==> src/vfp_consts.vh <==
// constants for the vlan tagged frame field parser
`ifndef VFP_CONSTS_VH
`define VFP_CONSTS_VH

// ==========================================================
// record byte offsets
`define VFP_OFS_TPID_HI     16'h0024
`define VFP_OFS_TPID_LO     16'h0025
`define VFP_OFS_TCI_HI      16'h0026
`define VFP_OFS_TCI_LO      16'h0027
`define VFP_OFS_ETYPE_TAG   16'h0028
`define VFP_OFS_PAYLD_TAG   16'h002A
`define VFP_OFS_PAYLD_UNTAG 16'h0026
`define VFP_FCS_TRAIL       16'h0005

// ==========================================================
// field values
`define VFP_TPID_CTAG       16'h8100
`define VFP_ET_IPV4         16'h0800
`define VFP_ET_IPV6         16'h08DD
`define VFP_ET_AVTP         16'h22F0
`define VFP_VID_NULL        12'h000
`define VFP_VID_DEFAULT     12'h001
`define VFP_PCP_DEFAULT     3'h0
`define VFP_PAYLD_MIN       16'h002E
`define VFP_PAYLD_MAX       16'h05DC

// ==========================================================
// tag control field positions
`define VFP_TCI_PCP_HI      15
`define VFP_TCI_PCP_LO      13
`define VFP_TCI_DEI         12
`define VFP_TCI_VID_HI      11
`define VFP_TCI_VID_LO      0

// ==========================================================
// protocol class codes
`define VFP_PROTO_OTHER     2'h0
`define VFP_PROTO_IPV4      2'h1
`define VFP_PROTO_IPV6      2'h2
`define VFP_PROTO_AVTP      2'h3

// ==========================================================
// fifo shape
`define VFP_FIFO_WIDTH      9
`define VFP_FIFO_DEPTH      4
`define VFP_FIFO_AW         2

`endif

==> src/vfp_fifo.v <==
// small valid/ready fifo carrying stream bytes
`timescale 1ns/1ps

module vfp_fifo #(
	parameter WIDTH = 9,
	parameter DEPTH = 4,
	parameter AW    = 2
) (
	input  wire             i_mclk,
	input  wire             i_rst,
	input  wire             i_in_valid,
	output wire             o_in_ready,
	input  wire [WIDTH-1:0] i_in_data,
	output wire             o_out_valid,
	input  wire             i_out_ready,
	output wire [WIDTH-1:0] o_out_data
);

	// ==========================================================
	// storage and pointers
	reg [WIDTH-1:0] mem [0:DEPTH-1];
	reg [AW-1:0]    wr_ptr;
	reg [AW-1:0]    rd_ptr;
	reg [AW:0]      count;
	wire            push;
	wire            pop;

	assign o_in_ready  = (count != DEPTH[AW:0]);
	assign o_out_valid = (count != {(AW+1){1'b0}});
	assign o_out_data  = mem[rd_ptr];
	assign push        = i_in_valid & o_in_ready;
	assign pop         = o_out_valid & i_out_ready;

	always @(posedge i_mclk) begin
		if (push)
			mem[wr_ptr] <= i_in_data;
	end

	always @(posedge i_mclk or posedge i_rst) begin
		if (i_rst) begin
			wr_ptr <= {AW{1'b0}};
			rd_ptr <= {AW{1'b0}};
			count  <= {(AW+1){1'b0}};
		end else begin
			if (push)
				wr_ptr <= (wr_ptr == DEPTH[AW-1:0] - 1'b1) ? {AW{1'b0}} : wr_ptr + 1'b1;
			if (pop)
				rd_ptr <= (rd_ptr == DEPTH[AW-1:0] - 1'b1) ? {AW{1'b0}} : rd_ptr + 1'b1;
			if (push & ~pop)
				count <= count + 1'b1;
			else if (pop & ~push)
				count <= count - 1'b1;
		end
	end

endmodule

==> src/vfp_parser.v <==
// vlan tagged frame record field parser, stream in, fields and bytes out
`timescale 1ns/1ps
`include "vfp_consts.vh"

module vfp_parser (
	input  wire        i_mclk,
	input  wire        i_rst,
	input  wire        i_in_valid,
	output wire        o_in_ready,
	input  wire [7:0]  i_in_data,
	input  wire        i_in_last,
	input  wire [15:0] i_rec_len,
	output wire        o_out_valid,
	input  wire        i_out_ready,
	output wire [7:0]  o_out_data,
	output wire        o_out_last,
	output wire        o_out_payload,
	output reg         o_hdr_valid,
	output reg         o_tagged,
	output reg         o_prio_tag,
	output reg  [2:0]  o_pcp,
	output reg         o_dei,
	output reg  [11:0] o_vid,
	output reg  [15:0] o_ethertype,
	output reg  [1:0]  o_proto,
	output reg  [15:0] o_payload_len,
	output reg         o_len_short,
	output reg         o_len_long,
	output reg         o_frame_done
);

	// ==========================================================
	// states
	localparam ST_HDR  = 3'b001;
	localparam ST_BODY = 3'b010;
	localparam ST_SKIP = 3'b100;

	reg  [2:0]  state;
	reg  [2:0]  next_state;
	reg  [15:0] pos;
	reg  [15:0] tpid;
	reg  [15:0] tci;
	reg  [15:0] etype_u;
	reg  [15:0] etype_t;
	reg         is_tag;
	reg  [15:0] pl_end;
	reg  [15:0] len_q;
	wire        take;
	wire        fifo_ready;
	wire [8:0]  fifo_out;
	wire [15:0] pl_start;
	wire [15:0] et_sel;
	wire [11:0] vid_raw;
	wire        in_payload;

	// input bytes stall whenever the fifo is full, so back-pressure reaches the source
	assign o_in_ready = fifo_ready;
	assign take       = i_in_valid & fifo_ready;

	// ==========================================================
	// byte position and header capture
	// the record length is latched at the first byte so a mid-frame change cannot move the payload end
	always @(posedge i_mclk or posedge i_rst) begin
		if (i_rst) begin
			pos     <= 16'h0000;
			tpid    <= 16'h0000;
			tci     <= 16'h0000;
			etype_t <= 16'h0000;
			len_q   <= 16'h0000;
			state   <= ST_HDR;
		end else begin
			state <= next_state;
			if (take) begin
				pos <= i_in_last ? 16'h0000 : pos + 16'h0001;
				if (pos == 16'h0000)
					len_q <= i_rec_len;
				case (pos)
					`VFP_OFS_TPID_HI: tpid[15:8]    <= i_in_data;
					`VFP_OFS_TPID_LO: tpid[7:0]     <= i_in_data;
					`VFP_OFS_TCI_HI:  tci[15:8]     <= i_in_data;
					`VFP_OFS_TCI_LO:  tci[7:0]      <= i_in_data;
					`VFP_OFS_ETYPE_TAG: etype_t[15:8] <= i_in_data;
					`VFP_OFS_ETYPE_TAG + 16'h0001: etype_t[7:0] <= i_in_data;
					default: ;
				endcase
			end
		end
	end

	// untagged ethertype shares bytes 36 to 37 with the tag identifier
	always @* begin
		etype_u = tpid;
		is_tag  = (tpid == `VFP_TPID_CTAG);
	end

	// ==========================================================
	// state walk: header, then body until the last byte; skip is never entered
	always @* begin
		next_state = state;
		case (state)
			ST_HDR: begin
				if (take & i_in_last)
					next_state = ST_HDR;
				else if (take & (pos == `VFP_OFS_PAYLD_TAG - 16'h0001))
					next_state = ST_BODY;
			end
			ST_BODY: begin
				if (take & i_in_last)
					next_state = ST_HDR;
			end
			ST_SKIP: begin
				if (take & i_in_last)
					next_state = ST_HDR;
			end
			default: next_state = ST_HDR;
		endcase
	end

	assign pl_start = is_tag ? `VFP_OFS_PAYLD_TAG : `VFP_OFS_PAYLD_UNTAG;
	assign et_sel   = is_tag ? etype_t : etype_u;
	assign vid_raw  = tci[`VFP_TCI_VID_HI:`VFP_TCI_VID_LO];

	always @* begin
		pl_end = len_q - `VFP_FCS_TRAIL;
	end

	// payload bytes pass unchanged; only the marker depends on the tag
	assign in_payload = (pos >= pl_start) & (pos <= pl_end);

	// ==========================================================
	// byte fifo on the data path, the last flag beside each byte
	vfp_fifo #(
		.WIDTH (`VFP_FIFO_WIDTH),
		.DEPTH (`VFP_FIFO_DEPTH),
		.AW    (`VFP_FIFO_AW)
	) u_fifo (
		.i_mclk      (i_mclk),
		.i_rst       (i_rst),
		.i_in_valid  (i_in_valid),
		.o_in_ready  (fifo_ready),
		.i_in_data   ({i_in_last, i_in_data}),
		.o_out_valid (o_out_valid),
		.i_out_ready (i_out_ready),
		.o_out_data  (fifo_out)
	);

	assign o_out_data = fifo_out[7:0];
	assign o_out_last = fifo_out[8];

	// payload marker travels in a parallel shift of fifo depth, tracked by its own occupancy count mk_cnt
	reg  [`VFP_FIFO_DEPTH-1:0] pl_mark;
	reg  [`VFP_FIFO_AW:0]      mk_cnt;
	wire                       mk_pop;
	assign mk_pop        = o_out_valid & i_out_ready;
	assign o_out_payload = pl_mark[0];

	// limitation: the header arrives before the payload marker is known for bytes 36 to 41, so
	// markers are computed with the tag decision only after byte 37; earlier bytes are never payload
	always @(posedge i_mclk or posedge i_rst) begin
		if (i_rst) begin
			pl_mark <= {`VFP_FIFO_DEPTH{1'b0}};
			mk_cnt  <= {(`VFP_FIFO_AW+1){1'b0}};
		end else begin
			case ({take, mk_pop})
				2'b10: begin
					pl_mark[mk_cnt[`VFP_FIFO_AW-1:0]] <= in_payload & (pos > `VFP_OFS_TPID_LO);
					mk_cnt <= mk_cnt + 1'b1;
				end
				2'b01: begin
					pl_mark <= {1'b0, pl_mark[`VFP_FIFO_DEPTH-1:1]};
					mk_cnt  <= mk_cnt - 1'b1;
				end
				2'b11: begin
					pl_mark <= {1'b0, pl_mark[`VFP_FIFO_DEPTH-1:1]};
					pl_mark[mk_cnt[`VFP_FIFO_AW-1:0] - 1'b1] <= in_payload & (pos > `VFP_OFS_TPID_LO);
				end
				default: ;
			endcase
		end
	end

	// ==========================================================
	// field results, published at the end of each record, except o_hdr_valid, which is set at byte 42
	always @(posedge i_mclk or posedge i_rst) begin
		if (i_rst) begin
			o_hdr_valid   <= 1'b0;
			o_tagged      <= 1'b0;
			o_prio_tag    <= 1'b0;
			o_pcp         <= `VFP_PCP_DEFAULT;
			o_dei         <= 1'b0;
			o_vid         <= `VFP_VID_DEFAULT;
			o_ethertype   <= 16'h0000;
			o_proto       <= `VFP_PROTO_OTHER;
			o_payload_len <= 16'h0000;
			o_len_short   <= 1'b0;
			o_len_long    <= 1'b0;
			o_frame_done  <= 1'b0;
		end else begin
			o_frame_done <= 1'b0;
			if (take & (pos == `VFP_OFS_PAYLD_TAG))
				o_hdr_valid <= 1'b1;
			if (take & i_in_last) begin
				o_frame_done <= 1'b1;
				o_tagged     <= is_tag;
				o_ethertype  <= et_sel;
				if (is_tag) begin
					o_pcp      <= tci[`VFP_TCI_PCP_HI:`VFP_TCI_PCP_LO];
					o_dei      <= tci[`VFP_TCI_DEI];
					o_prio_tag <= (vid_raw == `VFP_VID_NULL);
					o_vid      <= (vid_raw == `VFP_VID_NULL) ? `VFP_VID_DEFAULT : vid_raw;
				end else begin
					o_pcp      <= `VFP_PCP_DEFAULT;
					o_dei      <= 1'b0;
					o_prio_tag <= 1'b0;
					o_vid      <= `VFP_VID_DEFAULT;
				end
				case (et_sel)
					`VFP_ET_IPV4: o_proto <= `VFP_PROTO_IPV4;
					`VFP_ET_IPV6: o_proto <= `VFP_PROTO_IPV6;
					`VFP_ET_AVTP: o_proto <= `VFP_PROTO_AVTP;
					default:      o_proto <= `VFP_PROTO_OTHER;
				endcase
				if (pl_end >= pl_start) begin
					o_payload_len <= pl_end - pl_start + 16'h0001;
					o_len_short   <= (pl_end - pl_start + 16'h0001) < `VFP_PAYLD_MIN;
					o_len_long    <= (pl_end - pl_start + 16'h0001) > `VFP_PAYLD_MAX;
				end else begin
					o_payload_len <= 16'h0000;
					o_len_short   <= 1'b1;
					o_len_long    <= 1'b0;
				end
			end else if (take & (pos == 16'h0000)) begin
				o_hdr_valid <= 1'b0;
			end
		end
	end

endmodule

==> config.mk <==
export PLATFORM = sky130hd
export DESIGN_NAME = vfp_parser
export DESIGN_NICKNAME = d
export VERILOG_FILES = /design/src/vfp_fifo.v /design/src/vfp_parser.v
export VERILOG_INCLUDE_DIRS = /design/src /design/src/src
export SDC_FILE = /design/constraint.sdc
export NUM_CORES = 1
export LEC_CHECK = 0
export BUFFER_PORTS_ARGS = -buffer_cell sky130_fd_sc_hd__buf_4
export CAP_MARGIN = 20
export CORE_MARGIN = 1.5
export CORE_UTILIZATION = 55
export CTS_BUF_LIST = sky130_fd_sc_hd__clkbuf_4
export DETAILED_ROUTE_END_ITERATION = 7
export HOLD_SLACK_MARGIN = 0.06
export PLACE_DENSITY_LB_ADDON = 0.12
export SYNTH_ARGS = -nofsm -noshare
export SYNTH_HDL_FRONTEND = slang
export SYNTH_SLANG_ARGS = --single-unit
==> constraint.sdc <==
create_clock -name i_mclk -period 4.5 [get_ports i_mclk]
set_clock_uncertainty 0.2 [all_clocks]
set_input_delay 0 -clock i_mclk [delete_from_list [all_inputs] [get_ports i_mclk]]
set_output_delay 0 -clock i_mclk [all_outputs]
set_load 0.005 [all_outputs]
==> impl_metrics.toml <==
[cells_and_area]
fill_cells = 1333
design_area_sq_um = 11700
drive_above_1_share_pct = 24.9
multi_input_area_sq_um = 4590
nNetsFinal = 1124
syn_to_final_growth_pct = 21.6
seqCellArea_sq_um = 4810
postLayoutCoreUtil_pct = 67.9

[sta]
layout_min_cycle_time_ps = 4260
slew_headroom_pct = 34.1
fmax_mhz = 235
tightest_slew_ps = 983
finalHoldViolCount = 0
fin_crit_sh_pct = 94.7
finalSetupTns_ps = 0
slew_viol_final = 0
setup_ws_ps = 238
setup-violations-final = 0

[worst_setup_path]
arrival_ps = 4520
cp.required_ps = 4760
start_kind = "register"
path_class = "register to register"
end_kind = "register"
worst-path-max-fanout = 8

[synth]
synthDistinctLibCells = 77
synth_ff_type = "dfrtp_1"
synth_nets = 951
yosys-top-cells-area = "dfrtp_1, edfxtp_1, mux2_2"
synth_area_sq_um = 9600
synth_top_cell_by_area = "dfrtp_1"
ys_seq_area_share_pct = 50.1
avgSynthCellArea_sq_um = 10.9
synth-async-reset-ratio_pct = 80.5
ys_seq_elements = 185
synth_cells = 877
yosysTopAreaCellShare_pct = 38.6
yosys_warnings = 0
synth_edf_count = 36

[grt]
antenna_found_initial = 1
globalRoute.busiestLayer = "met2"
grt_max_degree = 80
met3_usage_pct = 4.65
grt_pass1_vias = 7206
grt_usage_pct = 25.8
grt_pass1_wl_um = 36700
gr-total-overflow = 0
grt_util_met2_pct = 41.9
use_met1_pct = 36.5

[route]
avgRoutedWirePerCell_um = 17.8
num_vias = 7386
drc = 0
dr.pass1.iters = 5
vias_per_cell = 5.73
drt_iter0_markers = 515
wl_um = 22900
drtAntennaViolNets = 0

[clock_network]
clkTransAtPathRegs_ps = 150
clock_sinks = 185
htreeDepth = 4
cts_tree = "done"
numCtsBuffers = 17
clk_latency_ps = 600
root_buffer = "clkbuf_4"
ctsLongestPathBuffers = 2

[placed_design]
dp_hpwl_um = 15600
dpl-instance-area_sq_um = 10700
gp_congestion = 0.902
pre_cts_ws_ps = 29.7
portBuffers = 96

[die]
start_util_pct = 55.9
die_w_um = 135
dieArea_sq_um = 18200
fp.dieH_um = 135
rows = 48
core_sq_um = 17200
ioPinCount = 97

[pwr]
switching_share_pct = 42.2
leakage_nw = 5.37
p_clk_share_pct = 12.9
power_mw = 7.37
p_int_mw = 4.26
sequentialPowerShare_pct = 31.7
p_sw_mw = 3.11
power-per-cell-area_nw_per_um2 = 632
p_comb_share_pct = 55.5
vdd_ir_drop_max_mv = 0.789

[run]
max_cap_violations = 0

[hold_path]
hp-class = "input pin to register"

[status]
status = "completed"
-- logic make-up after synthesis --
| family | count (synthesis) | synth area share (%) |
|---|---|---|
| muxes | 74 | 9.70 |
| DFF | 185 | 50.1 |
| and+or+nand+nor | 277 | 14.3 |
| adders and majority gates | 45 | 6.10 |
| AOI/OAI and AO/OA | 172 | 11.5 |
| buffers and inverters | 72 | 2.89 |
| xor gates and xnor gates | 52 | 5.37 |
-- cells in the final DEF (no fill, tap or decap), types with 11 or more instances in the layout --
cell type | netlist | layout
dfrtp_1 | 148 | 148
buf_4 | 0 | 124
nand2_1 | 101 | 100
mux2_2 | 62 | 62
dlygate4sd3_1 | 0 | 59
o21ai_0 | 55 | 54
nor2_1 | 46 | 45
ha_1 | 42 | 42
a21oi_1 | 39 | 39
inv_1 | 38 | 37
edfxtp_1 | 36 | 36
xnor2_1 | 34 | 33
nand3_1 | 30 | 30
clkbuf_4 | 0 | 19
nor3_1 | 18 | 18
nor4_1 | 17 | 15
xor2_1 | 14 | 14
a21o_1 | 11 | 11
-- area by class of cell --
cell class	instances	share of cell area [%]
antenna	1	0.0215
clock buffer	19	1.22
clock inverter	12	1.21
inverter	43	1.47
multi-input combinational	620	39.4
sequential	185	41.2
tap	225	2.41
timing repair buffer	183	13.0
-- Yosys cell counts (14+ instances only) --
master	n
ha_1	42
o21ai_0	55
nand3_1	30
a21oi_1	39
clkbuf_1	21
edfxtp_1	36
nor2_1	46
inv_1	38
nand2_1	101
xor2_1	14
xnor2_1	34
dfrtp_1	148
nor4_1	17
mux2_2	62
nor3_1	18
-- layer usage --
| layer | vias up | wire length, um |
|---|---|---|
| met5 | - | 0 |
| met4 | 0 | 269 |
| met3 | 23 | 1010 |
| met2 | 184 | 11000 |
| met1 | 3662 | 10700 |
| li1 | 3517 | - |
-- final timing paths --
| path | from | endpoint | slack, ps | depth (start not counted) |
|---|---|---|---|---|
| max | len_q[3]$_DFFE_PP0P_ | o_len_long$_DFFE_PP0P_ | 240 | 13 |
| min | i_in_data[5] | etype_u[5]$_DFFE_PP0P_ | 80 | 3 |
| max reg2reg | len_q[3]$_DFFE_PP0P_ | o_len_long$_DFFE_PP0P_ | 240 | 13 |
| min reg2reg | o_pcp[1]$_DFFE_PP0P_ | o_pcp[1]$_DFFE_PP0P_ | 290 | 2 |
| max in group asynchronous | i_rst | o_payload_len[3]$_DFFE_PP0P_ | 2540 | 5 |
| min in group asynchronous | i_rst | pos[8]$_DFFE_PP0P_ | 460 | 4 |
-- power groups by stage --
stage	registers [mW]	clock network (mW)	logic (mW)
floorplan	2.22	0	2.76
global placement	2.35	0	3.86
detailed placement	2.36	0	3.88
CTS	2.33	0.965	3.95
global route	2.38	1.03	4.50
finish	2.33	0.947	4.09
-- metrics by stage --
stage	std cells	hold WS [ps]
floorplan	877	-101
global placement	1193	-24.7
detailed placement	1193	-25.5
CTS	1281	60.2
global route	1288	60.9
finish	1288	84.3
-- worst max-delay path, stage by stage (launching register included) --
cell and delay (ps):
dfrtp_1 510, or4_4 620, or4_4 470, xor2_4 210
ha_1 310, inv_1 50, a2111oi_2 360, a311oi_2 100
buf_4 190, o31ai_4 300, or3b_1 390, and3_1 160
o21ai_1 180, a31oi_1 100
-- sequential cells by signal, indices dropped and copies added (netlist names), 12 cells and up, named ones only --
signal and flops:
u_fifo.mem 36, tci 16, o_ethertype 16, etype_u 16, o_payload_len 16, etype_t 16, len_q 16, pos 16
o_vid 12
-- timing repair --
item / in CTS / in global routing
buffers inserted: 0 / 4
hold buffers: 57 / 2
hold endpoints to repair: 352 / 2
gates resized for setup: 0 / 17
setup endpoints to repair: 0 / 4
Note: power is estimated with default switching activity, not from simulation.
